`src/padb_pkg.sv`:
```
/*
 Shared constants for the pipelined converter digital back end.
 Assumes nothing beyond a SystemVerilog compiler.
*/
package padb_pkg;
	localparam int NUM_CH = 3;
	localparam int DATA_W = 8;
	localparam int WORD_W = 2;
	// Six two-bit stages plus the closing flash stage
	localparam int NUM_STG = 7;
	localparam int LAT_CYCLES = 5;
	localparam int FIFO_DEPTH = 4;
	localparam int SYNC_W = 2;
	localparam int MSB_POS = DATA_W - 1;
	localparam int STG_BUS_W = NUM_CH * NUM_STG * WORD_W;
	localparam int OUT_BUS_W = NUM_CH * DATA_W;
	localparam int SUM_W = DATA_W + 2;
	localparam logic [SUM_W-1:0] SUM_MAX = 10'h0ff;
	localparam logic [DATA_W-1:0] DATA_RST = 8'h00;
	localparam logic [1:0] SYNC_RST = 2'h0;
	typedef logic [OUT_BUS_W-1:0] padb_word_t;
endpackage

```
`src/padb_stream_if.sv`:
```
/*
 Valid/ready carrier for corrected sample words between back-end modules.
 Assumes one clock shared by source and sink.
*/
`timescale 1ns/1ps
interface padb_stream_if #(parameter int WIDTH = 24);
	logic valid;
	logic ready;
	logic [WIDTH-1:0] data;
	modport src (output valid, output data, input ready);
	modport snk (input valid, input data, output ready);
endinterface

```
`src/padb_fifo.sv`:
```
/*
 Small synchronous FIFO with valid/ready on both sides.
 Assumes sys_clk, synchronous active-low reset and a clock enable.
*/
`timescale 1ns/1ps
module padb_fifo #(
	parameter int WIDTH = 24,
	parameter int DEPTH = 4
) (
	input wire logic sys_clk,
	input wire logic rst_b,
	input wire logic clkEn,
	padb_stream_if.snk fillSide,
	padb_stream_if.src drainSide
);
	localparam int AW = $clog2(DEPTH);
	logic [WIDTH-1:0] mem [DEPTH];
	logic [AW-1:0] wrPtr_reg;
	logic [AW-1:0] rdPtr_reg;
	logic [AW:0] count_reg;
	logic [WIDTH-1:0] head_reg;
	wire pushOk;
	wire popOk;
	wire [AW-1:0] rdNext;

	// ============================================================
	// Handshake
	assign fillSide.ready = (count_reg != (AW+1)'(DEPTH));
	assign drainSide.valid = (count_reg != '0);
	assign drainSide.data = head_reg;
	assign pushOk = fillSide.valid && fillSide.ready;
	assign popOk = drainSide.valid && drainSide.ready;
	assign rdNext = (rdPtr_reg == AW'(DEPTH - 1)) ? '0 : rdPtr_reg + 1'b1;

	// ============================================================
	// Storage; head word comes out of a register
	always_ff @(posedge sys_clk) begin
		if (clkEn && pushOk) begin
			mem[wrPtr_reg] <= fillSide.data;
		end
	end

	always_ff @(posedge sys_clk) begin
		if (!rst_b) begin
			wrPtr_reg <= '0;
			rdPtr_reg <= '0;
			count_reg <= '0;
			head_reg <= '0;
		end else if (clkEn) begin
			if (pushOk) begin
				wrPtr_reg <= (wrPtr_reg == AW'(DEPTH - 1)) ? '0 : wrPtr_reg + 1'b1;
			end
			if (popOk) begin
				rdPtr_reg <= rdNext;
			end
			count_reg <= count_reg + (AW+1)'(pushOk) - (AW+1)'(popOk);
			// Empty bypass keeps the head register current
			if (count_reg == '0 || (popOk && count_reg == (AW+1)'(1))) begin
				head_reg <= fillSide.data;
			end else if (popOk) begin
				head_reg <= mem[rdNext];
			end
		end
	end
endmodule

```
`src/padb_top.sv`:
```
/*
 Digital back end of a three-channel pipelined converter: phase
 generation, stage delay lines, error correction, output latching.
 Assumes the sample clock and stage comparator words arrive as pins
 asynchronous to sys_clk, which must run well above the sample clock.
*/
// Overview of operation
// Three identical channels, each yields an 8-bit result, same timing.
// Two non-overlapping phases, sample and hold, come from the sample clock.
// Sample taken as sample phase ends; hold completes before next sample.
// Each stage runs in the opposite phase to the stage before it.
// Each intermediate stage gives a two-bit word with one redundant bit.
// Delay lines align all stage words with the last flash word.
// Correction merges aligned words using redundancy to form the sample.
// Output word appears five sample cycles after its sample.
// After latency, one new word each cycle for successive samples.
// Corrected words pass two latch stages synchronised to sample clock.
// Format-select level picks one of two numeric output formats.
// Format-select low gives offset binary, high gives two's complement.
// Receiver ignores output for up to 20 cycles after power-up.
// Two's complement is offset binary with the top bit inverted.
`timescale 1ns/1ps
module padb_top
	import padb_pkg::*;
(
	input wire logic sys_clk,
	input wire logic rst_b,
	input wire logic clkEn,
	input wire logic sampleClkPin,
	input wire logic [padb_pkg::STG_BUS_W-1:0] stageWordPin,
	input wire logic output_format_select,
	output logic phaseSample,
	output logic phaseHold,
	output logic [padb_pkg::OUT_BUS_W-1:0] sampleData,
	output logic dataStrobe,
	output logic stageStall
);
	import padb_pkg::*;

	// ============================================================
	// Pin synchronisers
	logic [SYNC_W-1:0] clkSync_reg;
	logic clkLast_reg;
	logic [SYNC_W-1:0] fmtSync_reg;
	logic [STG_BUS_W-1:0] stgMeta_reg;
	logic [STG_BUS_W-1:0] stgSync_reg;
	// Fills with ones once the clock synchroniser holds real pin values
	logic [SYNC_W:0] prime_reg;

	always_ff @(posedge sys_clk) begin
		if (!rst_b) begin
			prime_reg <= '0;
		end else if (clkEn) begin
			prime_reg <= {prime_reg[SYNC_W-1:0], 1'b1};
		end
	end

	always_ff @(posedge sys_clk) begin
		if (!rst_b) begin
			clkSync_reg <= SYNC_RST;
			clkLast_reg <= 1'b0;
			fmtSync_reg <= SYNC_RST;
			stgMeta_reg <= '0;
			stgSync_reg <= '0;
		end else if (clkEn) begin
			clkSync_reg <= {clkSync_reg[0], sampleClkPin};
			clkLast_reg <= clkSync_reg[1];
			fmtSync_reg <= {fmtSync_reg[0], output_format_select};
			stgMeta_reg <= stageWordPin;
			stgSync_reg <= stgMeta_reg;
		end
	end

	// ============================================================
	// Phase generation
	wire clkNow = clkSync_reg[1];
	// One dead cycle at each transition keeps the phases apart
	wire samplePhaseNext = clkNow && clkLast_reg;
	wire holdPhaseNext = !clkNow && !clkLast_reg;
	// Reset zeros differ from an idle-high pin; no false tick after reset
	wire primed = prime_reg[SYNC_W];
	wire sampleTick = primed && !clkNow && clkLast_reg;
	wire holdTick = primed && clkNow && !clkLast_reg;
	// Every phase end advances the stage pipeline by one stage
	wire halfTick = sampleTick || holdTick;
	// With an odd stage count the last word of a sample lands on a hold end
	wire alignTick = holdTick;
	wire fmtTwos = fmtSync_reg[1];

	always_ff @(posedge sys_clk) begin
		if (!rst_b) begin
			phaseSample <= 1'b0;
			phaseHold <= 1'b0;
		end else if (clkEn) begin
			phaseSample <= samplePhaseNext;
			phaseHold <= holdPhaseNext;
		end
	end

	// ============================================================
	// Delay lines and correction, one copy per channel
	padb_stream_if #(.WIDTH(OUT_BUS_W)) fillBus ();
	padb_stream_if #(.WIDTH(OUT_BUS_W)) drainBus ();
	padb_word_t corrected;
	logic corrValid_reg;
	padb_word_t corr_reg;
	wire pushStall = corrValid_reg && !fillBus.ready;

	genvar ch;
	genvar st;
	generate
		for (ch = 0; ch < NUM_CH; ch++) begin : g_ch
			logic [WORD_W-1:0] aligned [NUM_STG];
			for (st = 0; st < NUM_STG; st++) begin : g_stg
				localparam int BASE = (ch * NUM_STG + st) * WORD_W;
				localparam int DLY = NUM_STG - 1 - st;
				wire [WORD_W-1:0] word = stgSync_reg[BASE +: WORD_W];
				if (DLY == 0) begin : g_flash
					assign aligned[st] = word;
				end else begin : g_line
					logic [WORD_W-1:0] line_reg [DLY];
					always_ff @(posedge sys_clk) begin
						if (!rst_b) begin
							line_reg <= '{default: '0};
						end else if (clkEn && halfTick) begin
							// Earlier stages wait longer for the flash word
							line_reg[0] <= word;
							for (int k = 1; k < DLY; k++) begin
								line_reg[k] <= line_reg[k-1];
							end
						end
					end
					assign aligned[st] = line_reg[DLY-1];
				end
			end

			// Overlapping one-bit weights absorb stage decision errors
			logic [SUM_W-1:0] sum;
			always_comb begin
				sum = '0;
				for (int i = 0; i < NUM_STG; i++) begin
					sum = sum + (SUM_W'(aligned[i]) << (NUM_STG - 1 - i));
				end
			end
			// Saturate: redundancy can push the sum past full scale
			assign corrected[ch*DATA_W +: DATA_W] =
				(sum > SUM_MAX) ? SUM_MAX[DATA_W-1:0] : sum[DATA_W-1:0];
		end
	endgenerate

	always_ff @(posedge sys_clk) begin
		if (!rst_b) begin
			corrValid_reg <= 1'b0;
			corr_reg <= '0;
		end else if (clkEn && !pushStall) begin
			corrValid_reg <= alignTick;
			if (alignTick) begin
				corr_reg <= corrected;
			end
		end
	end

	// ============================================================
	// Buffer between correction and output latches
	assign fillBus.valid = corrValid_reg;
	assign fillBus.data = corr_reg;
	// Drained only on sample ticks so output stays tied to the sample clock
	assign drainBus.ready = sampleTick;
	assign stageStall = pushStall;

	padb_fifo #(.WIDTH(OUT_BUS_W), .DEPTH(FIFO_DEPTH)) u_fifo (
		.sys_clk(sys_clk),
		.rst_b(rst_b),
		.clkEn(clkEn),
		.fillSide(fillBus),
		.drainSide(drainBus)
	);

	// ============================================================
	// Double-buffered output latches and format select
	padb_word_t latch1_reg;
	padb_word_t formatted;
	wire popNow = drainBus.valid && drainBus.ready;

	generate
		for (ch = 0; ch < NUM_CH; ch++) begin : g_fmt
			assign formatted[ch*DATA_W +: DATA_W] = {
				latch1_reg[ch*DATA_W + MSB_POS] ^ fmtTwos,
				latch1_reg[ch*DATA_W +: MSB_POS]};
		end
	endgenerate

	always_ff @(posedge sys_clk) begin
		if (!rst_b) begin
			latch1_reg <= '0;
			sampleData <= '0;
			dataStrobe <= 1'b0;
		end else if (clkEn) begin
			dataStrobe <= sampleTick;
			if (popNow) begin
				latch1_reg <= drainBus.data;
			end
			if (sampleTick) begin
				// Sample n enters latch two at the fifth sample tick
				sampleData <= formatted;
			end
		end
	end
endmodule

```
`config.mk`:
```
export PLATFORM = sky130hd
export DESIGN_NAME = padb_top
export DESIGN_NICKNAME = d
export VERILOG_FILES = /design/src/padb_pkg.sv /design/src/padb_stream_if.sv /design/src/padb_fifo.sv /design/src/padb_top.sv
export SDC_FILE = /design/constraint.sdc
export NUM_CORES = 1
export LEC_CHECK = 0
export BUFFER_PORTS_ARGS = -buffer_cell sky130_fd_sc_hd__buf_2
export CAP_MARGIN = 20
export CORE_UTILIZATION = 50
export CTS_BUF_LIST = sky130_fd_sc_hd__clkbuf_8
export DETAILED_ROUTE_END_ITERATION = 10
export PLACE_DENSITY = 0.69
export SKIP_LAST_GASP = 1
export SYNTH_ARGS = -nofsm -noshare
export SYNTH_HDL_FRONTEND = slang
export SYNTH_HIERARCHICAL = 1
export SYNTH_SLANG_ARGS = --single-unit
```
`constraint.sdc`:
```
create_clock -name sys_clk -period 2.62 [get_ports sys_clk]
set_input_delay 0.262 -clock sys_clk [delete_from_list [all_inputs] [get_ports sys_clk]]
set_output_delay 0.262 -clock sys_clk [all_outputs]
set_load 0.1 [all_outputs]
```
==> flow_summary_export.csv, run 1 <==
group,metric,value,unit
clock_network,postCtsSetupRepairBufs,0,
setup_path,path_cells,"nor3b_1 -> inv_1 -> buf_4 -> nor2b_4 -> buf_2",
setup_path,rr_worst_depth,9,
setup_path,cp_max_fo,8,
sta,worst_slew_pin_slew,0.843,ns
global_routing,grtUsageTotal,0.201,
clock_network,clock-sinks,421,
final_layout,synthToLayoutAreaGrowth,15.3,%
clock_network,cts-root-buf,"clkbuf_8",
drt,dr.pass1.iters,5,
drt,vias,11828,
sta,timing.final.hold_violations,0,
sta,setup_ws,0.235,ns
synth,synthArstFlopShare,0,
clock_network,cts_max_level,3,
setup_path,crit-reg2reg-launch,"u_fifo/count_reg[0]",
sta,skew,0.0324,ns
sta,finalCritPeriodShare,0.910,
synth,ys_seq_area_frac,0.564,
final_layout,drive_gt1_frac,0.146,
global_routing,grt_max_degree,127,
synth,yosysMostFrequentCell,"nand2_1",
drt,avgRoutedWirePerCell,15.0,um
synth,avgSynthCellArea,10.1,um2
clock_network,cts-buffers-inserted,67,
final_layout,final_area,0.0192,mm2
synth,netlist_top_cells_area,"dfxtp_1 39%, edfxtp_1 17%, mux2i_1 8.5%",
drt,drtAntennaViolNets,0,
setup_path,critical-path-max-stage-delay,0.46,ns
setup_path,critPathCaptureType,"output port",
final_layout,n_fill_cell,2761,
drt,via_per_inst,5.27,
synth,synthesis.nets,1721,
setup_path,crit_arrival,2.12,ns
place,routabilityCongestion,0.770,
synth,yosys.area.top_type,"dfxtp_1",
floorplan,ios,75,
setup_path,crit_family,"buffers and inverters",
place,place_ws,0.298,ns
pwr,p_total,12.8,mW
setup_path,crit_slowest_cell,"buf_2",
drt,drt-initial-drc-count,747,
synth,synth-edff-count,96,
drt,drc_errors,0,
place,dpl_cell_area,0.0174,mm2
setup_path,cp_num_buf_inv,3,
sta,grt_setup_unrepaired,"no",
global_routing,grt_pass1_wl,55.8,mm
synth,synth_area,0.0166,mm2
setup_path,worstSetupStartpointType,"register",
setup_path,crit_end,"stageStall",
setup_path,rrSetupSlack,0.28,ns
final_layout,fin_cells,2243,
global_routing,grt_pass1_vias,11395,
global_routing,antenna_found_initial,0,
floorplan,die_h,184,um
clock_network,clk_latency,0.59,ns
place,dp.cells,2078,
floorplan,coreArea,0.0326,mm2
sta,max_freq,0.419,GHz
flow_run,maxCapViolations,0,
final_layout,diodes,0,
synth,netlist_instances,1646,
setup_path,cp_num_cells,5,
setup_path,crit_required,2.36,ns
setup_path,r2r-end,"u_fifo/count_reg[2]",
synth,yosysWarnings,6,
final_layout,fin_nets,1825,
min_path,hp-class,"input pin to register",
sta,tns,0,ns
place,io_buffer_count,74,
clock_network,cts_hold_buffers,45,
pwr,p_leak,7.36,nW
final_layout,layout.area.seq,0.00939,mm2
sta,drv_slew,0,
floorplan,start_util,0.510,
sta,timing.slew.headroom,0.431,
clock_network,post_cts_resize_count,0,
synth,synth.distinct_cells,54,
place,hpwl,19.9,mm
sta,final.min_clock_period,2.38,ns
synth,synth_seq_cells,421,
pwr,ir_drop,0.000444,V
synth,synthTopCellsByCount,"359 x nand2_1, 325 x dfxtp_1, 186 x a21oi_1",
clock_network,cts_tree,"done",
run_status,status,"complete, no violations",
clock_network,clock_path_buffers,3,
final_layout,multi_input_area,0.00670,mm2
floorplan,rows,66,
synth,yosysTopAreaCellShare,0.391,
drt,drt_wl_total,33.6,mm
clock_network,clk_pin_slew,0.06,ns
floorplan,fp.dieW,184,um
floorplan,die_area,0.0340,mm2
synth,synthFlopType,"dfxtp_1",
global_routing,gr-total-overflow,0,
setup_path,critical_path_class,"register to output port",
pwr,power_density,665,mW/mm2
setup_path,setup.worst_path.start,"u_fifo/count_reg[0]",
sta,final-setup-viol-count,0,
## metrics by stage
| step | util | hold WS [ns] |
|---|---|---|
| floorplan | - | 0.385 |
| global placement | 0.535 | 0.436 |
| detailed placement | 0.535 | 0.443 |
| CTS | 0.588 | 0.205 |
| global route | 0.588 | 0.237 |
| finish | 0.588 | 0.212 |
## worst reg2reg max path: cells and delay by family, from the launching register on
kind	cells	cell delay, ns
AO/OA/AOI/OAI	1	0.14
XOR/XNOR	2	0.30
adder cells (fa/ha/maj)	2	0.54
buffers and inverters	1	0.05
flip-flops	1	0.39
AND/OR/NAND/NOR	3	0.86
## cell families after synthesis
family,after synthesis,share of synthesized area
AND/OR/NAND/NOR,520,0.126
flip-flops,421,0.564
AO/OA/AOI/OAI,364,0.142
multiplexers,166,0.102
buffers and inverters,133,0.0361
adder cells (fa/ha/maj),28,0.0229
XOR/XNOR,14,0.00737
## layer usage
layer,vias to the layer above,track usage,routed length [um]
met3,56,0.0379,1470
met5,-,0,0
met1,5560,0.263,15600
li1,5973,-,-
met4,0,0.0840,886
met2,239,0.327,15700
## report_power, final
part	total [mW]	internal, mW	leakage [nW]	switching, mW
clock network	5.29	2.76	0.775	2.53
registers	6.82	6.73	3.54	0.0919
logic	0.643	0.280	3.05	0.362
## worst min path at each step
| stage | startpoint | end | slack, ns | depth (start not counted) |
|---|---|---|---|---|
| floorplan | rst_b | corr_reg[15] | 0.38 | 2 |
| global placement | g_ch[2].g_stg[0].g_line.line_reg[7] | g_ch[2].g_stg[0].g_line.line_reg[5] | 0.44 | 2 |
| detailed placement | g_ch[1].g_stg[1].g_line.line_reg[7] | g_ch[1].g_stg[1].g_line.line_reg[5] | 0.44 | 2 |
| CTS | rst_b | g_ch[0].aligned[8] | 0.20 | 3 |
| global route | rst_b | g_ch[0].aligned[6] | 0.24 | 3 |
| finish | rst_b | g_ch[0].aligned[6] | 0.21 | 3 |
## final cells by class
cell class,instances,area share
flip-flops and latches,421,0.489
multi-input cells,1092,0.349
repair buffers,160,0.0631
clock buffers,78,0.0560
well taps,442,0.0288
clock inverters,42,0.0115
inverters,8,0.00196
## cell usage in the layout, fill, tap and decap left out, types with 3 or more instances in the layout
cell type,Yosys,layout
nand2_1,359,359
dfxtp_1,325,325
a21oi_1,186,186
mux2i_1,142,142
nor2_1,117,116
edfxtp_1,96,96
clkbuf_8,0,78
buf_2,42,73
dlygate4sd3_1,0,45
inv_1,8,38
buf_4,5,35
o21ai_0,30,30
a21o_1,26,26
o22ai_1,25,25
o221ai_1,24,24
mux2_2,24,24
ha_1,24,23
a22oi_2,20,20
o221a_1,13,13
a211oi_1,11,11
o21ai_1,8,8
xnor2_1,8,8
xor2_1,6,6
o221a_2,6,6
nor2b_1,8,6
buf_12,0,6
nand3_1,6,5
and2_1,5,5
fa_1,4,4
a22oi_1,4,4
inv_8,0,3
nand2b_1,3,3
or3_1,3,3
nand4b_1,3,3
(Power assumes the default switching activity.)
==> inputs of run 2 (changes only) <==
ABC_AREA = 1   (was not set)
==> run 2 against run 1 <==
  * Power is 6.2% higher
  * Register-to-register slack better by 0.35 ns
  * Fmax is 15% higher
  * Largest cell class unchanged
  * Critical path type unchanged
  * Hold slack worse by 0.12 ns
  * Highest routed layer unchanged
  * Combinational power is 25% higher
==> flow_summary_export.csv, run 2 <==
group,metric,value,unit
sta,timing.slew.headroom,0.437,
synth,yosys.area.top_type,"dfxtp_1",
setup_path,critical-path-max-stage-delay,0.45,ns
global_routing,grtUsageTotal,0.197,
final_layout,diodes,0,
setup_path,path_cells,"nor2_1 -> nand2_1 -> nor2_2 -> buf_2",
drt,drt-initial-drc-count,843,
min_path,hp-class,"input pin to register",
setup_path,critPathCaptureType,"output port",
sta,skew,0.0316,ns
synth,yosysMostFrequentCell,"nor2_1",
synth,synthesis.nets,2058,
global_routing,antenna_found_initial,0,
place,dp.cells,2408,
clock_network,cts_max_level,3,
pwr,clkPwrFrac,0.430,
drt,vias,12494,
sta,grt_setup_unrepaired,"no",
synth,synth-edff-count,96,
floorplan,fp.dieW,184,um
pwr,internal_power,10.4,mW
sta,timing.final.hold_violations,0,
synth,avgSynthCellArea,8.34,um2
clock_network,cts_tree,"done",
final_layout,drive_gt1_frac,0.126,
clock_network,cts-root-buf,"clkbuf_8",
synth,synth.distinct_cells,34,
synth,yosysWarnings,6,
final_layout,layout_commonest_cell,"nor2_1",
drt,drt_wl_total,32.4,mm
sta,tns,0,ns
pwr,p_leak,7.91,nW
place,hpwl,18.7,mm
pwr,p_seq_frac,0.511,
floorplan,start_util,0.509,
setup_path,cp_max_fo,6,
setup_path,crit_required,2.36,ns
place,routabilityCongestion,0.780,
setup_path,crit_arrival,1.82,ns
drt,avgRoutedWirePerCell,12.6,um
final_layout,mostFrequentLayoutCells,"576 x nor2_1, 325 x dfxtp_1, 261 x o21ai_0",
clock_network,postCtsSetupRepairBufs,0,
final_layout,multi_input_area,0.00615,mm2
setup_path,crit_slowest_cell,"buf_2",
pwr,ir_drop,0.000401,V
floorplan,die_area,0.0338,mm2
final_layout,synthToLayoutAreaGrowth,14.9,%
run_status,status,"complete, no violations",
final_layout,n_fill_cell,2997,
synth,yosysTopAreaCellShare,0.393,
clock_network,clk_pin_slew,0.06,ns
pwr,p_sw,3.14,mW
synth,netlist_instances,1983,
drt,drtAntennaViolNets,0,
setup_path,critical_path_class,"register to output port",
drt,via_per_inst,4.85,
synth,synthFlopType,"dfxtp_1",
floorplan,die_h,184,um
clock_network,clock_path_buffers,3,
sta,whs,0.0938,ns
final_layout,layout.area.seq,0.00939,mm2
synth,netlist_top_cells_area,"dfxtp_1 39%, edfxtp_1 17%, nor2_1 13%",
place,place_ws,0.613,ns
clock_network,cts-buffers-inserted,70,
synth,synth_seq_cells,421,
sta,final.min_clock_period,2.08,ns
sta,max_freq,0.480,GHz
floorplan,rows,66,
pwr,combPwrFrac,0.059,
pwr,p_total,13.5,mW
pwr,power_density,712,mW/mm2
flow_run,maxCapViolations,0,
drt,dr.pass1.iters,5,
synth,ys_seq_area_frac,0.567,
setup_path,cp_num_buf_inv,1,
global_routing,grt_pass1_wl,55.3,mm
synth,synthArstFlopShare,0,
sta,setup_ws,0.539,ns
sta,final-setup-viol-count,0,
synth,synthTopCellsByCount,"581 x nor2_1, 325 x dfxtp_1, 261 x o21ai_0",
drt,drc_errors,0,
clock_network,clock-sinks,421,
clock_network,clk_latency,0.58,ns
floorplan,coreArea,0.0325,mm2
final_layout,fin_nets,2157,
sta,drv_slew,0,
sta,worst_slew_pin_slew,0.844,ns
floorplan,ios,75,
pwr,swShare,0.232,
global_routing,gr-total-overflow,0,
final_layout,fin_cells,2577,
clock_network,cts_hold_buffers,44,
sta,finalCritPeriodShare,0.794,
place,io_buffer_count,74,
global_routing,grt_max_degree,128,
global_routing,grt_pass1_vias,11852,
setup_path,crit_family,"buffers and inverters",
clock_network,post_cts_resize_count,0,
setup_path,worstSetupStartpointType,"register",
synth,synth_area,0.0165,mm2
==> run 2: power by group through the flow <==
stage | logic [mW] | clock network (mW) | registers [mW]
2_1_floorplan | 0.595 | 0 | 7.04
3_3_place_gp | 0.739 | 0 | 7.05
3_5_place_dp | 0.751 | 0 | 7.06
4_1_cts | 0.807 | 5.97 | 6.92
5_1_grt | 0.927 | 6.26 | 6.94
6_report | 0.803 | 5.82 | 6.92
==> run 2: final timing paths <==
path | startpoint | end | slack (ns) | depth (start not counted)
worst max-delay path | u_fifo/count_reg[1] | stageStall | 0.54 | 4
worst min-delay path | clkEn | prime_reg[0] | 0.09 | 3
worst max register to register | clkLast_reg | u_fifo/count_reg[2] | 0.63 | 11
worst min register to register | sampleData[23] | sampleData[23] | 0.46 | 2
==> run 2: kinds of logic (layout without fill, tap and decap cells) <==
kind of cell | Yosys count | count (layout) | share of synthesized area
buffers and inverters | 226 | 378 | 0.0622
adder cells (fa/ha/maj) | 28 | 28 | 0.0230
AO/OA/AOI/OAI | 358 | 358 | 0.113
flip-flops | 421 | 421 | 0.567
AND/OR/NAND/NOR | 938 | 938 | 0.228
XOR/XNOR | 12 | 12 | 0.00635
==> run 2: metal layers <==
metal	vias up	part of all wire	global-route usage	wire length [um]
met5	-	0	0	0
met4	0	0.018	0.0633	575
met3	49	0.040	0.0333	1280
met2	231	0.46	0.339	15000
met1	5625	0.48	0.253	15500
li1	6589	-	-	-
==> run 2: final cells by class <==
cell class / instances / area share
repair buffers: 144 / 0.0559
well taps: 442 / 0.0291
clock inverters: 39 / 0.0141
inverters: 109 / 0.0217
multi-input cells: 1336 / 0.323
flip-flops and latches: 421 / 0.494
clock buffers: 86 / 0.0622
==> run 2: tightest hold or removal path: stages <==
cell,delay (ns)
buf_2,0.15
clkinv_2,0.11
a21oi_1,0.07
==> run 2: through the flow <==
| stage | cell area (um2) | util |
|---|---|---|
| after detailed placement | 17100 | 0.526 |
| after floorplan | 16500 | - |
| after CTS | 19000 | 0.584 |
| after global routing | 19000 | 0.584 |
| after global placement | 17100 | 0.526 |
| final | 19000 | 0.584 |
==> inputs of run 3 (changes only) <==
ABC_AREA = 0   (was 1)
clock period = 1.8 ns   (was 2.62 ns; I/O delays follow)
==> run 3 against run 2 <==
  * Clock-buffer cell count is 5 higher
  * Critical path depth is 5 higher
  * Largest power group unchanged
  * Non-clock buffer count is 58 higher
  * Final area is 6.1% higher
  * Global-route usage is 0.69 points higher
  * The flow now finishes with violations (negative setup slack)
  * Die area is 0.57% higher
  * Via count is 2.8% lower
  * Sequential power is 43% higher
  * Clock skew is 0.0040 ns higher
  * Clock power is 49% higher
  * Hold slack better by 0.25 ns
  * Flip-flop and latch count stayed put
==> flow_summary_export.csv, run 3 (synthesized netlist as in run 1, its figures left out) <==
group,metric,value,unit
global_routing,grt_use_met1,0.266,
pwr,ir_drop,0.000760,V
setup_path,critPathCaptureType,"register",
global_routing,grt.busiest_layer,"met2",
drt,vias,12145,
floorplan,die_area,0.0340,mm2
global_routing,met3_usage,0.0368,
sta,finalCritPeriodShare,1.21,
place,place_ws,-0.351,ns
pwr,combPwrFrac,0.051,
pwr,p_sw,4.57,mW
sta,setup_ws,-0.381,ns
drt,via_per_inst,5.30,
setup_path,crit_arrival,2.73,ns
floorplan,coreArea,0.0326,mm2
sta,whs,0.341,ns
drt,drt-initial-drc-count,738,
global_routing,grtUsageTotal,0.204,
clock_network,clock_path_buffers,3,
setup_path,worstSetupStartpointType,"register",
pwr,internal_power,15.0,mW
sta,grt_setup_unrepaired,"yes",
global_routing,grt_pass1_vias,11667,
final_layout,fin_cells,2293,
pwr,swShare,0.233,
clock_network,cts_max_level,3,
sta,skew,0.0356,ns
pwr,power_density,971,mW/mm2
global_routing,use_met2,0.338,
drt,avgRoutedWirePerCell,15.1,um
setup_path,cp_max_fo,4,
global_routing,grt_max_degree,127,
place,dp.cells,2113,
clock_network,cts-buffers-inserted,70,
pwr,p_leak,7.79,nW
drt,dr.pass1.iters,6,
clock_network,clk_pin_slew,0.06,ns
floorplan,rows,66,
clock_network,cts-root-buf,"clkbuf_8",
sta,max_freq,0.459,GHz
final_layout,fin_nets,1870,
clock_network,clock-sinks,421,
final_layout,layout_commonest_cell,"nand2_1",
final_layout,drive_gt1_frac,0.195,
pwr,clkPwrFrac,0.442,
pwr,p_seq_frac,0.506,
drt,drtAntennaViolNets,0,
clock_network,clk_latency,0.61,ns
floorplan,ios,75,
min_path,hp-class,"input pin to register",
sta,drv_slew,0,
run_status,status,"finished, violations left",
flow_run,maxCapViolations,0,
sta,worst_slew_pin_slew,0.528,ns
floorplan,fp.dieW,184,um
setup_path,critical_path_class,"register to register",
drt,drt_wl_total,34.5,mm
global_routing,antenna_found_initial,0,
final_layout,synthToLayoutAreaGrowth,21.2,%
sta,final.min_clock_period,2.18,ns
setup_path,crit_required,2.35,ns
sta,timing.final.hold_violations,0,
sta,timing.slew.headroom,0.648,
sta,final-setup-viol-count,20,
global_routing,grt_pass1_wl,56.6,mm
place,routabilityCongestion,0.797,
run_status,violations,"negative setup slack",
place,hpwl,20.3,mm
final_layout,mostFrequentLayoutCells,"357 x nand2_1, 320 x dfxtp_1, 178 x a21oi_1",
place,io_buffer_count,74,
drt,drc_errors,0,
floorplan,start_util,0.510,
floorplan,die_h,184,um
global_routing,gr-total-overflow,0,
clock_network,cts_tree,"done",
final_layout,diodes,0,
final_layout,n_fill_cell,2637,
[run 3: power by group through the flow]
stage	clock (mW)	combinational (mW)	sequential (mW)
after CTS	8.90	0.991	9.93
final	8.66	1.01	9.92
after detailed placement	0	0.907	10.1
after floorplan	0	0.649	10.1
after global routing	9.33	1.09	9.93
after global placement	0	0.882	10.1
[run 3: final cells by class]
type	instances	area [um2]	area share
Sequential cell	421	9400	0.466
Clock inverter	37	249	0.0123
Tap cell	442	553	0.0274
Clock buffer	91	1250	0.0621
Inverter	8	37.5	0.00186
Multi-Input combinational cell	1092	6880	0.341
Timing Repair Buffer	202	1810	0.0897
[run 3: metrics by stage]
stage          utilization  TNS (ns)  instance area, um2  total power [mW]
6_report             0.618     -1.31               20200              19.6
2_1_floorplan            -     -6.47               16700              10.7
4_1_cts              0.614     -1.40               20000              19.8
3_3_place_gp         0.551    -0.989               18000              11.0
5_1_grt              0.618     -3.58               20200              20.4
3_5_place_dp         0.551     -1.70               18000              11.0
[run 3: timing repair]
item	in CTS	in global routing
hold buffers	46	0
cloned	0	2
gates resized for setup	15	25
endpoints found under the setup margin	25	56
buffers inserted	3	1
hold endpoints to repair	57	0
pin swaps	11	8
[run 3: worst paths after layout]
| check | slack, ns | depth (start not counted) | endpoint | startpoint |
|---|---|---|---|---|
| worst max-delay path | -0.38 | 9 | u_fifo/count_reg[2] | u_fifo/count_reg[0] |
| worst min-delay path | 0.34 | 4 | stgMeta_reg[8] | stageWordPin[8] |
| worst max register to register | -0.38 | 9 | u_fifo/count_reg[2] | u_fifo/count_reg[0] |
| worst min register to register | 0.44 | 2 | g_ch[0].aligned[13] | g_ch[0].g_stg[0].g_line.line_reg[3] |
[run 3: layer usage]
metal	up-vias	routed length, um
li1	6073	-
met3	58	1430
met5	-	0
met2	244	16500
met4	0	706
met1	5770	15900
[run 3: worst max-delay path: stages (launching register included)]
cell and delay, ns:
dfxtp_2 0.34, or3_4 0.41, nand2_4 0.08, xor2_1 0.16
ha_2 0.20, inv_2 0.04, fa_2 0.33, xnor2_1 0.14
or3_1 0.32, a21oi_2 0.11
